--- src/core/sfpm_pkg.sv ---
// Constants, opcodes, register layouts and state codes of the serial flash pin-mode and status front end.
package sfpm_pkg;
	// Command opcodes that the decoder understands.
	localparam logic [7:0] OP_WRITE_REGS = 8'h01;
	localparam logic [7:0] OP_WRITE_DISABLE = 8'h04;
	localparam logic [7:0] OP_READ_STATUS_ONE = 8'h05;
	localparam logic [7:0] OP_WRITE_ENABLE = 8'h06;
	localparam logic [7:0] OP_READ_STATUS_TWO = 8'h07;
	localparam logic [7:0] OP_CLEAR_STATUS = 8'h30;
	localparam logic [7:0] OP_READ_CONFIG_ONE = 8'h35;
	// Status one field positions.
	localparam int SR1_WIP = 0;
	localparam int SR1_WEL = 1;
	localparam int SR1_PROTECT = 7;
	// Configuration one and two field positions.
	localparam int CR1_LOCK = 0;
	localparam int CR1_QUAD = 1;
	localparam int CR2_NIBBLE = 3;
	localparam int CR2_RESTART_EN = 7;
	// Status two field positions for the error flags.
	localparam int SR2_PROG_ERR = 5;
	localparam int SR2_ERASE_ERR = 6;
	// Bits frozen by the lock bit: block protection [5:2] and top/bottom [6], complement [6].
	localparam logic [7:0] SR1_LOCK_MASK = 8'h7c;
	localparam logic [7:0] CR1_LOCK_MASK = 8'h40;
	// Bits of status one that only hardware changes.
	localparam logic [7:0] SR1_HW_MASK = 8'h03;
	// Reset values of the register copies.
	localparam logic [7:0] SR1_RESET = 8'h00;
	localparam logic [7:0] CR1_RESET = 8'h00;
	localparam logic [7:0] CR2_RESET = 8'h80;
	// Shift counts per serial clock edge and per byte.
	localparam logic [3:0] BITS_PER_BYTE = 4'h8;
	localparam logic [3:0] STEP_SINGLE = 4'h1;
	localparam logic [3:0] STEP_NIBBLE = 4'h4;
	localparam logic [1:0] MAX_WRITE_BYTES = 2'h3;
	// Frame states, one-hot.
	typedef enum logic [4:0] {
		ST_IDLE = 5'h01,
		ST_CMD = 5'h02,
		ST_DATA = 5'h04,
		ST_OUT = 5'h08,
		ST_DONE = 5'h10
	} sfpm_state_t;
endpackage

--- src/core/sfpm_core.sv ---
// Serial flash front end: frame decoder, status and configuration registers, pin functions.
`timescale 1ns/1ps
module sfpm_core (
	input wire logic clk,
	input wire logic resetn,
	input wire logic sckPin,
	input wire logic csnPin,
	input wire logic [3:0] laneIn,
	output logic [3:0] laneOut,
	output logic [3:0] laneOe,
	input wire logic restartPinN,
	input wire logic opStart,
	input wire logic opIsErase,
	input wire logic opDone,
	input wire logic opFail,
	input wire logic opProtected,
	output logic [7:0] statusOne,
	output logic [7:0] configOne,
	output logic [7:0] configTwo,
	output logic progErr,
	output logic eraseErr,
	output logic writeInProgress,
	output logic lane2IsGuard,
	output logic lane3IsRestart
);
	// All state of the front end.
	typedef struct packed {
		sfpm_pkg::sfpm_state_t state;
		logic sckPrev;
		logic csPrev;
		logic [7:0] opcode;
		logic [7:0] shiftIn;
		logic [3:0] bitCnt;
		logic [1:0] byteCnt;
		logic [7:0] dataOne;
		logic [7:0] dataTwo;
		logic [7:0] dataThree;
		logic [7:0] shiftOut;
		logic [3:0] outCnt;
		logic [3:0] laneOut;
		logic [7:0] statusOne;
		logic [7:0] statusOneNv;
		logic [7:0] configOne;
		logic [7:0] configOneNv;
		logic [7:0] configTwo;
		logic progErr;
		logic eraseErr;
		logic opErase;
	} sfpm_core_t;
	sfpm_core_t s;
	sfpm_core_t next_s;

	logic sckS; // Synchronised serial clock.
	logic csnS; // Synchronised chip select, high when deselected.
	logic [3:0] laneS; // Synchronised data lanes.
	logic restartSyncN; // Synchronised dedicated restart pin, active low.
	logic sckRise; // Serial clock rising edge seen this cycle.
	logic sckFall; // Serial clock falling edge seen this cycle.
	logic csFall; // Start of a frame.
	logic csRise; // End of a frame.
	logic nibble; // All transfers four bits wide.
	logic [3:0] step; // Bits moved per serial clock edge.
	logic [3:0] nextCnt; // Bit count after this edge.
	logic [7:0] shifted; // Input shift register after this edge.
	logic lane2Data; // Lane two is a data lane.
	logic lane3Data; // Lane three is a data lane.
	logic guardLow; // Write guard pin holds register writes off.
	logic restartNow; // Either restart source is asserted.
	logic writeOk; // A complete register write may be applied.

	// Every pin crosses into the clock domain; the serial clock idles low, the others high.
	sfpm_sync #(.INIT(1'b0)) u_sync_sck (.clk(clk), .resetn(resetn), .din(sckPin), .dout(sckS));
	sfpm_sync #(.INIT(1'b1)) u_sync_csn (.clk(clk), .resetn(resetn), .din(csnPin), .dout(csnS));
	sfpm_sync #(.INIT(1'b1)) u_sync_rst (.clk(clk), .resetn(resetn), .din(restartPinN), .dout(restartSyncN));
	genvar gi;
	generate
		for (gi = 0; gi < 4; gi++) begin : g_lane
			sfpm_sync #(.INIT(1'b1)) u_sync_lane (.clk(clk), .resetn(resetn), .din(laneIn[gi]), .dout(laneS[gi]));
		end
	endgenerate

	// Pin functions follow the volatile configuration, the nonvolatile protect bit and the select level.
	sfpm_pin_mux u_pin_mux (
		.quadMode(s.configOne[sfpm_pkg::CR1_QUAD]),
		.nibbleMode(s.configTwo[sfpm_pkg::CR2_NIBBLE]),
		.restartEnable(s.configTwo[sfpm_pkg::CR2_RESTART_EN]),
		.protectNv(s.statusOneNv[sfpm_pkg::SR1_PROTECT]),
		.csHigh(csnS),
		.lane2Guard(lane2IsGuard),
		.lane2Data(lane2Data),
		.lane3Data(lane3Data),
		.lane3Restart(lane3IsRestart)
	);

	// Edge detection against the copies held from the previous cycle.
	assign sckRise = sckS && !s.sckPrev;
	assign sckFall = !sckS && s.sckPrev;
	assign csFall = !csnS && s.csPrev;
	assign csRise = csnS && !s.csPrev;
	assign nibble = s.configTwo[sfpm_pkg::CR2_NIBBLE];
	assign step = nibble ? sfpm_pkg::STEP_NIBBLE : sfpm_pkg::STEP_SINGLE;
	assign nextCnt = s.bitCnt + step;
	assign shifted = nibble ? {s.shiftIn[3:0], laneS} : {s.shiftIn[6:0], laneS[0]};
	// The guard is sampled at the end of the write; the host holds it for the whole frame.
	assign guardLow = lane2IsGuard && !laneS[2];
	// A low restart level acts only when the lane is in its restart role.
	// While a nibble frame is selected the lane carries data, so its low bits must not abort the frame.
	assign restartNow = !restartSyncN || (lane3IsRestart && !lane3Data && !laneS[3]);
	assign writeOk = s.statusOne[sfpm_pkg::SR1_WEL] && !guardLow && s.bitCnt == 4'h0 && s.byteCnt != 2'h0;

	// Value returned by a read command; it is sampled again at each byte boundary.
	function automatic logic [7:0] readValue(input logic [7:0] op, input sfpm_core_t st);
		logic [7:0] v;
		v = st.statusOne;
		if (op == sfpm_pkg::OP_READ_CONFIG_ONE) begin
			v = st.configOne;
		end else if (op == sfpm_pkg::OP_READ_STATUS_TWO) begin
			v = 8'h00;
			v[sfpm_pkg::SR2_PROG_ERR] = st.progErr;
			v[sfpm_pkg::SR2_ERASE_ERR] = st.eraseErr;
		end
		return v;
	endfunction

	// Merge written bits with held ones; locked bits keep their old value.
	function automatic logic [7:0] merge(input logic [7:0] cur, input logic [7:0] wr, input logic [7:0] keep);
		return (wr & ~keep) | (cur & keep);
	endfunction

	// Output bit counter wraps at each byte.
	function automatic logic [3:0] nextOutCnt(input logic [3:0] cnt, input logic [3:0] st);
		logic [3:0] c;
		c = cnt + st;
		return (c == sfpm_pkg::BITS_PER_BYTE) ? 4'h0 : c;
	endfunction

	// Frame decoder, register updates and the embedded operation flags.
	always_comb begin
		next_s = s;
		next_s.sckPrev = sckS;
		next_s.csPrev = csnS;
		case (s.state)
			sfpm_pkg::ST_IDLE: begin
				// Only a select falling edge opens a frame; a select held low through reset opens one once the synchroniser passes the low level.
				if (csFall) begin
					next_s.state = sfpm_pkg::ST_CMD;
					next_s.bitCnt = 4'h0;
					next_s.byteCnt = 2'h0;
				end
			end
			sfpm_pkg::ST_CMD: begin
				// Opcode bits enter on rising edges, one lane or four.
				if (sckRise) begin
					next_s.shiftIn = shifted;
					next_s.bitCnt = nextCnt;
					if (nextCnt == sfpm_pkg::BITS_PER_BYTE) begin
						next_s.opcode = shifted;
						next_s.bitCnt = 4'h0;
						case (shifted)
							sfpm_pkg::OP_READ_STATUS_ONE, sfpm_pkg::OP_READ_STATUS_TWO,
							sfpm_pkg::OP_READ_CONFIG_ONE: begin
								next_s.state = sfpm_pkg::ST_OUT;
								next_s.shiftOut = readValue(shifted, s);
								next_s.outCnt = 4'h0;
								next_s.laneOut = 4'h0;
							end
							sfpm_pkg::OP_WRITE_REGS: begin
								next_s.state = sfpm_pkg::ST_DATA;
							end
							default: begin
								// Bank-address and autoboot opcodes are unknown here and wait in the done state for the frame to close.
								next_s.state = sfpm_pkg::ST_DONE;
							end
						endcase
					end
				end
			end
			sfpm_pkg::ST_DATA: begin
				// Data bytes of a register write; bytes past the third are dropped.
				if (sckRise) begin
					next_s.shiftIn = shifted;
					next_s.bitCnt = nextCnt;
					if (nextCnt == sfpm_pkg::BITS_PER_BYTE) begin
						next_s.bitCnt = 4'h0;
						case (s.byteCnt)
							2'h0: next_s.dataOne = shifted;
							2'h1: next_s.dataTwo = shifted;
							2'h2: next_s.dataThree = shifted;
							default: next_s.dataThree = s.dataThree;
						endcase
						if (s.byteCnt != sfpm_pkg::MAX_WRITE_BYTES) begin
							next_s.byteCnt = s.byteCnt + 2'h1;
						end
					end
				end
			end
			sfpm_pkg::ST_OUT: begin
				// Output bits change after falling edges; the register repeats while the clock runs.
				if (sckFall) begin
					if (nibble) begin
						next_s.laneOut = s.shiftOut[7:4];
						next_s.shiftOut = {s.shiftOut[3:0], 4'h0};
					end else begin
						next_s.laneOut = {2'h0, s.shiftOut[7], 1'b0};
						next_s.shiftOut = {s.shiftOut[6:0], 1'b0};
					end
					next_s.outCnt = nextOutCnt(s.outCnt, step);
					if (nextOutCnt(s.outCnt, step) == 4'h0) begin
						next_s.shiftOut = readValue(s.opcode, s);
					end
				end
			end
			sfpm_pkg::ST_DONE: begin
				// Opcode taken; wait for the frame to close.
				next_s.state = sfpm_pkg::ST_DONE;
			end
			default: begin
				next_s.state = sfpm_pkg::ST_IDLE;
			end
		endcase
		// Frame end executes the command held; partial opcodes are discarded.
		if (csRise && s.state != sfpm_pkg::ST_IDLE) begin
			next_s.state = sfpm_pkg::ST_IDLE;
			if (s.state == sfpm_pkg::ST_DONE) begin
				case (s.opcode)
					sfpm_pkg::OP_WRITE_ENABLE: next_s.statusOne[sfpm_pkg::SR1_WEL] = 1'b1;
					sfpm_pkg::OP_WRITE_DISABLE: next_s.statusOne[sfpm_pkg::SR1_WEL] = 1'b0;
					sfpm_pkg::OP_CLEAR_STATUS: begin
						// Errors and the stuck busy flag clear, leaving the device in standby.
						next_s.progErr = 1'b0;
						next_s.eraseErr = 1'b0;
						next_s.statusOne[sfpm_pkg::SR1_WIP] = 1'b0;
					end
					default: next_s.opcode = s.opcode;
				endcase
			end
			if (s.state == sfpm_pkg::ST_DATA && s.opcode == sfpm_pkg::OP_WRITE_REGS) begin
				// A held-low guard pin ignores the write without any error.
				if (writeOk) begin
					next_s.statusOne = merge(s.statusOne, s.dataOne,
						sfpm_pkg::SR1_HW_MASK | (s.configOne[sfpm_pkg::CR1_LOCK] ? sfpm_pkg::SR1_LOCK_MASK : 8'h00));
					next_s.statusOneNv = merge(s.statusOneNv, s.dataOne,
						sfpm_pkg::SR1_HW_MASK | (s.configOne[sfpm_pkg::CR1_LOCK] ? sfpm_pkg::SR1_LOCK_MASK : 8'h00));
					// A single byte leaves configuration one, quad bit included, untouched.
					if (s.byteCnt != 2'h1) begin
						next_s.configOne = merge(s.configOne, s.dataTwo,
							s.configOne[sfpm_pkg::CR1_LOCK] ? sfpm_pkg::CR1_LOCK_MASK : 8'h00);
						next_s.configOneNv = merge(s.configOneNv, s.dataTwo,
							s.configOne[sfpm_pkg::CR1_LOCK] ? sfpm_pkg::CR1_LOCK_MASK : 8'h00);
					end
					if (s.byteCnt == sfpm_pkg::MAX_WRITE_BYTES) begin
						next_s.configTwo = s.dataThree;
					end
				end
				next_s.statusOne[sfpm_pkg::SR1_WEL] = 1'b0;
			end
		end
		// Restart drops any frame, reloads status one and configuration one from the nonvolatile copies and configuration two from its reset value.
		if (restartNow) begin
			next_s.state = sfpm_pkg::ST_IDLE;
			next_s.statusOne = s.statusOneNv & ~sfpm_pkg::SR1_HW_MASK;
			next_s.configOne = s.configOneNv;
			next_s.configTwo = sfpm_pkg::CR2_RESET;
			next_s.progErr = 1'b0;
			next_s.eraseErr = 1'b0;
		end
		// Embedded operation flags come last so a new event beats a clear in the same cycle.
		if (opStart) begin
			next_s.statusOne[sfpm_pkg::SR1_WIP] = 1'b1;
			next_s.opErase = opIsErase;
		end
		if (opDone) begin
			if (opFail || opProtected) begin
				// The operation counts as not done: busy stays at one beside the error.
				next_s.progErr = s.progErr | !s.opErase;
				next_s.eraseErr = s.eraseErr | s.opErase;
				next_s.statusOne[sfpm_pkg::SR1_WIP] = 1'b1;
			end else begin
				next_s.statusOne[sfpm_pkg::SR1_WIP] = 1'b0;
			end
		end
	end

	// Register the copy; reset loads the documented defaults.
	always_ff @(posedge clk) begin
		if (!resetn) begin
			s <= '0;
			s.state <= sfpm_pkg::ST_IDLE;
			s.csPrev <= 1'b1;
			s.statusOne <= sfpm_pkg::SR1_RESET;
			s.statusOneNv <= sfpm_pkg::SR1_RESET;
			s.configOne <= sfpm_pkg::CR1_RESET;
			s.configOneNv <= sfpm_pkg::CR1_RESET;
			s.configTwo <= sfpm_pkg::CR2_RESET;
		end else begin
			s <= next_s;
		end
	end

	// Lanes drive only while a read is shifting out and the device is selected.
	always_comb begin
		laneOe = 4'h0;
		if (s.state == sfpm_pkg::ST_OUT && !csnS) begin
			if (nibble) begin
				laneOe = {lane3Data, lane2Data, 2'h3};
			end else begin
				laneOe = 4'h2;
			end
		end
	end

	assign laneOut = s.laneOut;
	assign statusOne = s.statusOne;
	assign configOne = s.configOne;
	assign configTwo = s.configTwo;
	assign progErr = s.progErr;
	assign eraseErr = s.eraseErr;
	assign writeInProgress = s.statusOne[sfpm_pkg::SR1_WIP];
endmodule

--- src/core/sfpm_sync.sv ---
// Three-stage input synchroniser that passes a change once the last two stages agree.
`timescale 1ns/1ps
module sfpm_sync #(
	parameter logic INIT = 1'b1
) (
	input wire logic clk,
	input wire logic resetn,
	input wire logic din,
	output logic dout
);
	// All state of the synchroniser.
	typedef struct packed {
		logic s1;
		logic s2;
		logic s3;
		logic q;
	} sfpm_sync_t;
	sfpm_sync_t s;
	sfpm_sync_t next_s;

	// The first stage feeds only the second, so a metastable value never reaches logic.
	always_comb begin
		next_s = s;
		next_s.s1 = din;
		next_s.s2 = s.s1;
		next_s.s3 = s.s2;
		// A one-cycle glitch between stages two and three is filtered out.
		if (s.s2 == s.s3) begin
			next_s.q = s.s3;
		end
	end

	// Register the copy; reset loads the idle level of the pin.
	always_ff @(posedge clk) begin
		if (!resetn) begin
			s <= {INIT, INIT, INIT, INIT};
		end else begin
			s <= next_s;
		end
	end

	assign dout = s.q;
endmodule

--- src/core/sfpm_pin_mux.sv ---
// Function selection of the lane-two and lane-three pins from configuration bits and chip select.
`timescale 1ns/1ps
module sfpm_pin_mux (
	input wire logic quadMode,
	input wire logic nibbleMode,
	input wire logic restartEnable,
	input wire logic protectNv,
	input wire logic csHigh,
	output logic lane2Guard,
	output logic lane2Data,
	output logic lane3Data,
	output logic lane3Restart
);
	// Lane two carries data in quad or nibble mode, which turns its guard off.
	assign lane2Data = quadMode | nibbleMode;
	// Outside those modes it guards register writes once the nonvolatile protect bit is set.
	assign lane2Guard = !quadMode && !nibbleMode && protectNv;
	// Lane three only carries data while the device is selected.
	assign lane3Data = !csHigh && (quadMode || nibbleMode);
	// Otherwise it may serve as restart input, in quad mode only between frames.
	assign lane3Restart = restartEnable && (!quadMode || csHigh);
endmodule

--- config.mk ---
export PLATFORM = sky130hd
export DESIGN_NAME = sfpm_core
export DESIGN_NICKNAME = d
export VERILOG_FILES = /design/src/core/sfpm_pkg.sv /design/src/core/sfpm_core.sv /design/src/core/sfpm_sync.sv /design/src/core/sfpm_pin_mux.sv
export SDC_FILE = /design/constraint.sdc
export NUM_CORES = 1
export LEC_CHECK = 0
export BUFFER_PORTS_ARGS = -buffer_cell sky130_fd_sc_hd__buf_2
export CAP_MARGIN = 15
export CORE_ASPECT_RATIO = 0.6
export CORE_MARGIN = 2
export CORE_UTILIZATION = 40
export DETAILED_ROUTE_END_ITERATION = 6
export PLACE_DENSITY_LB_ADDON = 0.25
export SKIP_LAST_GASP = 1
export SYNTH_ARGS = -nofsm -noshare
export SYNTH_HDL_FRONTEND = slang
export SYNTH_SLANG_ARGS = --single-unit
--- constraint.sdc ---
create_clock -name clk -period 8.6 [get_ports clk]
set_input_delay 0 -clock clk [delete_from_list [all_inputs] [get_ports clk]]
set_output_delay 0 -clock clk [all_outputs]
set_load 0.03 [all_outputs]
# == Word level (Yosys, flattened, before mapping) ==
# Cells that the tools add are included.
# word_totals
register_bits,139
inputBits,14
elab_cells,233
# classes
mux,59
n_eq_ne,39
bitwise,17
n_reduce_logical,64
add_sub_neg,3
# op_table
cell,n
2-to-1 mux 8 bit,18
2-to-1 mux 16 bit,5
2-to-1 mux 40 bit,2
2-to-1 mux 42 bit,1
"== test 8 x 3 -> 1 bit, second input constant",5
2-to-1 mux 37 bit,1
bitwise AND 8 bit,4
OR 8 bit,4
one-hot mux 16 bit (2 select lines),1
AND reduction 4 bit,8
2-to-1 mux 30 bit,1
"== test 8 x 6 -> 1 bit, second input constant",3
2-to-1 mux 20 bit,1
2-to-1 mux 4 bit,5
one-hot mux 5 bit (4 select lines),1
logical AND 1 bit,17
bitwise AND 8 x 7 -> 8 bit,2
"== test 8 x 1 -> 1 bit, second input constant",2
"!= test 2 bit, second input constant",8
NOT 7 -> 8 bit,2
nonzero test 2 bit,8
2-to-1 mux 5 bit,3
2-to-1 mux 2 bit,7
2-to-1 mux 7 bit,2
other kinds (34),71

# == Depth between registers and ports, before layout ==
# logic_depth
word_depth,14
mapped_depth,14

# == Hierarchy ==
# A second synthesis with hierarchy kept.
# unflattened
cells_unflattened,702
hier_area_um2,6094.6
# modules_own_cells
mod,area_per_inst_um2,seq_area_each_um2,n_inst,cells_each
sfpm_core,5266.3,2122.0,1,626
sfpm_sync at g_lane[0].u_sync_lane ...,112.6,80.1,6,10
sfpm_sync at u_sync_sck,116.4,80.1,1,10
sfpm_pin_mux,36.3,0.0,1,6

# == Least setup slack after synthesis ==
# OpenSTA, ideal clock, no wires.
# synth_timing
path_kind,flip-flop to flip-flop
from,reg configTwo[3] (netlist name)
to,reg s[64] (netlist bit)
t_arrival_ns,3.859
n_path_buf,5
slack_ns,4.655
period_less_slack_ns,3.945
path_stages_with_launch,15
setup_ns,0.086
required_time_ns,8.514
path_cell_list,dfxtp_1 buf_2 buf_1 clkbuf_1 inv_1 ha_1 ha_1 or4b_1 or2_2 nor3_1 and2_1 buf_2 buf_2 nor2_1 a211oi_1
# synth_via
elab_chain_len,4
# synth_rtl
element,line_no,rtl
2-to-1 mux 3 bit,sfpm_core.sv:101,assign step = nibble ? sfpm_pkg::STEP_NIBBLE : sfpm_pkg::STEP_SINGLE;
adder 4 x 3 -> 4 bit,sfpm_core.sv:102,assign nextCnt = s.bitCnt + step;
== test 4 bit,sfpm_core.sv:183,if (nextCnt == sfpm_pkg::BITS_PER_BYTE) begin
AND reduction 4 bit (no source line),--,
end signal: assignment,sfpm_core.sv:296,s <= next_s;
end: declaration,sfpm_core.sv:50,sfpm_core_t s;
# Several ways; a longest one is shown, not always the timed one.
# A chain may end at the register's enable or synchronous reset.

# == Final worst setup path ==
# layout_timing
from,reg configTwo[3] (netlist name)
to,reg s[70] (netlist bit)
# layout_via
elab_chain_len,4
# layout_rtl
element,line_no
2-to-1 mux 3 bit,sfpm_core.sv:101
adder 4 x 3 -> 4 bit,sfpm_core.sv:102
== test 4 bit,sfpm_core.sv:183
AND reduction 4 bit (no source line),--
# Several ways; a longest one is shown, not always the timed one.

==> flow_summary.toml <==
[synth]
synthDistinctLibCells = 69
synth_top_area_share_pct = 44.5
post_synthesis_share_of_cell_area_spent_on_full_adders_half_adders_and_majority_gates_pct = 2.08
synth.area.top_cells = "sky130_fd_sc_hd__dfxtp_1 45%, sky130_fd_sc_hd__mux2i_1 4.5%, sky130_fd_sc_hd__nand2_1 4.4%, sky130_fd_sc_hd__nor2_1 3.8%, sky130_fd_sc_hd__a211oi_1 3.7%"
synth_async_sr_flop_share_pct = 0
synth_ff_type = "sky130_fd_sc_hd__dfxtp_1"
synth_compound_gate_area_share_pct = 19.8
dominant_combinational_cell_family_by_area_after_synthesis = "simple AND/OR/NAND/NOR gates"
yosys_reg_bits = 134
yosys-top-cells-count = "134 x sky130_fd_sc_hd__dfxtp_1, 70 x sky130_fd_sc_hd__nand2_1, 61 x sky130_fd_sc_hd__nor2_1"
post-synth-top-count-cell = "sky130_fd_sc_hd__dfxtp_1"
synth.yosys.warnings = 0
post_synth_mux_area_share_pct = 4.67
synth-simple-area-share_pct = 21.4
per_instance_average_area_after_synthesis_um2 = 8.78
synth_cells = 686
synth_enable_flop_cells = 0
dominant_cell_type_by_area_after_synthesis = "sky130_fd_sc_hd__dfxtp_1"
syn_std_cell_area_um2 = 6030
yosysSeqAreaShare_pct = 44.5
synth_xor_xnor_area_share_pct = 0.581
synth_fp_nets = 710

[global_route]
grt_pass1_vias = 4885
grt_first_pass_wirelength_mm = 25.8
overflow = 0
number_of_antenna_violations_at_the_first_check_in_global_routing = 0
grt_start_max_net_pins = 73
global_route.usage.total_pct = 20.5

[cells_and_area]
share_of_layout_cells_above_drive_strength_1_pct = 14.8
area.growth.synth_to_final_pct = 14.4
finish.net_count = 727
num_antenna_cells = 0
finalNonFillerCells = 914

[place]
buffer_ports.inserted = 50
preCtsSetupSlack_ns = 4.75
detailedPlacementHpwl_mm = 11.1
placed_cells = 870
gp_routability_congestion = 0.861

[clock_tree]
clkLatencyLatePin_ns = 0.41
level_count_of_the_clock_h_tree = 4
cts_hold_buf = 12
post_cts_buffers = 0
cts.reportedPaths.clkPinSlew_ns = 0.06
cts.sinks = 134
cts_buffers = 17
cts_resized = 0
tritoncts = "yes"
ctsLongestPathBuffers = 2
cts.root.buffer_cell = "sky130_fd_sc_hd__clkbuf_16"

[floorplanning]
floorplan.die_area_um2 = 16100
floorplan.initialDensity_pct = 41.3
floorplan.io_pins = 51
placement_rows = 34
die_h_um = 99.1
die_x_um = 162
core_area_um2 = 14600

[detailed_routing]
drc_errors = 0
detail-route-antenna-nets = 0
wl_mm = 15.9
viasPerCell = 5.53
drt_first_pass_iters = 6
drt_iter0_markers = 384
wire_per_inst_um = 17.4
routed-via-count = 5052

[power_and_ir_drop]
netSwitchingPower_uw = 327
combPwrFrac_pct = 3.9
clock_power_share_pct = 51.0
max-vdd-ir-drop_v = 0.000102
power.share.switching_pct = 23.2
pwr-share-seq_pct = 45.1
leakage_uw = 0.00261
p_per_cell_area_nw_per_um2 = 204
cellInternalPower_uw = 1080

[sta]
fin_worst_skew_ns = 0.0100
worst_hold_check_slack_ns = 0.0342
final_worst_setup_slack_ns = 4.64
finalSetupTns_ns = 0
rsz0062_at_grt = "no"
timing.final.max_slew_violations = 0
worst_pin_slew_ns = 1.12
timing.slew.headroom_pct = 24.3
finalHoldViolCount = 0
report.final.setup_viol = 0
final_min_period_over_clock_period_pct = 46.1
final_period_minus_worst_setup_slack_ns = 3.96
timing.fmax_mhz = 252

[worst_hold_path]
worstHoldPathType = "in2reg"
hp-start = "opFail"

[run_status]
status = "finished, final reports clean"

[setup_path]
timing.reg2reg.setup_slack_ns = 4.64
critPathCaptureType = "register"
critical_path_peak_fanout = 37
cp_slowest_cell = "sky130_fd_sc_hd__nor3_1"
cp_cell_sequence = "buf_4, inv_1, ha_1, ha_1, or4b_1, or2_2, nor3_1, and2_1, nor2_1, a211oi_1"
critical_path.startpoint = "configTwo[3]"
timing.rr.start = "configTwo[3]"
timing.critical_path.slowest_cell_delay_ns = 0.57
crit_top_cell = "sky130_fd_sc_hd__ha_1"
critPathLaunchType = "register"
worst-endpoint-arrival_ns = 4.28
timing_worst_setup_path_type = "reg2reg"
timing.critical_path.required_ns = 8.91

[run]
max_cap_violations = 0
## power by group through the flow
| stage | clock network (uW) | logic (uW) | registers, uW |
|---|---|---|---|
| after floorplan | 0 | 33.8 | 647 |
| after global placement | 0 | 49.1 | 648 |
| after detailed placement | 0 | 49.7 | 648 |
| after CTS | 730 | 54.1 | 634 |
| after global routing | 757 | 60.1 | 636 |
| final | 717 | 54.5 | 635 |
## per-stage QoR
stage	utilization [%]	area (um^2)	total power [uW]
final	47.2	6890	1410
after global routing	47.2	6890	1450
after CTS	47.2	6890	1420
after floorplan	-	6030	681
after global placement	42.4	6190	697
after detailed placement	42.4	6190	698
## worst max-delay path, delay by kind of cell (launching register included)
kind            cells  cell delay [ns]
compound gates      1             0.27
fa+ha+maj           2             0.56
buf+inv             2             0.62
flops               1             0.33
simple gates        5             2.08
## logic make-up after synthesis
group | count (synthesis)
xor+xnor | 4
flops | 134
mux | 28
buf+inv | 81
compound gates | 180
simple gates | 249
fa+ha+maj | 10
## metal layers
metal | vias to the layer above | GRT usage, % | wire length [um]
met5 | - | 0 | 0
met4 | 0 | 5.51 | 154
met3 | 20 | 3.83 | 967
met2 | 140 | 30.5 | 6720
met1 | 2418 | 30.3 | 8070
li1 | 2474 | - | -
## registers in the layout (all words and copies together) (netlist names), named ones only
signal and flops:
u_sync_csn.next_s 2, u_sync_rst.dout 1, configTwo 8, s 70, g_lane.u_sync_lane.dout 4, g_lane.u_sync_lane.s 4, eraseErr 1, statusOne 8
configOne 8, u_sync_sck.dout 1, u_sync_sck.next_s 2, g_lane.u_sync_lane.next_s 8, u_sync_csn.s 1, u_sync_rst.s 1, u_sync_rst.next_s 2, laneOut 4
progErr 1, u_sync_sck.s 1, u_sync_csn.dout 1
## path summary, 6_finish.rpt
check	end	cells after the start
setup / recovery	s[70]	10
hold / removal	statusOne[0]	3
setup reg to reg	s[70]	10
hold reg to reg	g_lane[0].u_sync_lane.next_s[1]	1
## cells in the final DEF, fill, tap and decap left out, drive strengths merged, types with 3 or more instances in the layout
master / Yosys / layout
nor2b: 4 / 4
nor3b: 5 / 5
nor2: 63 / 63
nand3: 10 / 10
buf: 37 / 55
a21boi: 8 / 8
a21oi: 39 / 39
o21ai: 35 / 35
ha: 10 / 10
dfxtp: 134 / 134
or3b: 3 / 3
clkbuf: 32 / 19
nand2b: 26 / 26
and3: 4 / 4
xor2: 3 / 3
a221oi: 8 / 8
nor4: 4 / 4
or2: 5 / 5
o22ai: 4 / 4
nand2: 71 / 71
clkinv: 0 / 5
o21bai: 3 / 3
and2: 9 / 9
nand3b: 6 / 6
nand4: 5 / 5
a22oi: 5 / 5
a31oi: 18 / 18
a211oi: 30 / 30
nor3: 16 / 16
inv: 12 / 17
dlygate4sd3: 0 / 12
or3: 6 / 6
mux2i: 27 / 27
o211a: 6 / 6
## final cells by class
class | count | area, um^2
clock buffer | 19 | 433
clock inverter | 13 | 146
tap | 198 | 248
inverter | 12 | 45.0
multi-input combinational | 471 | 2930
fill | 1370 | 7700
sequential | 134 | 2680
timing repair buffer | 67 | 408
No activity file was read; power rests on OpenSTA's default activity.
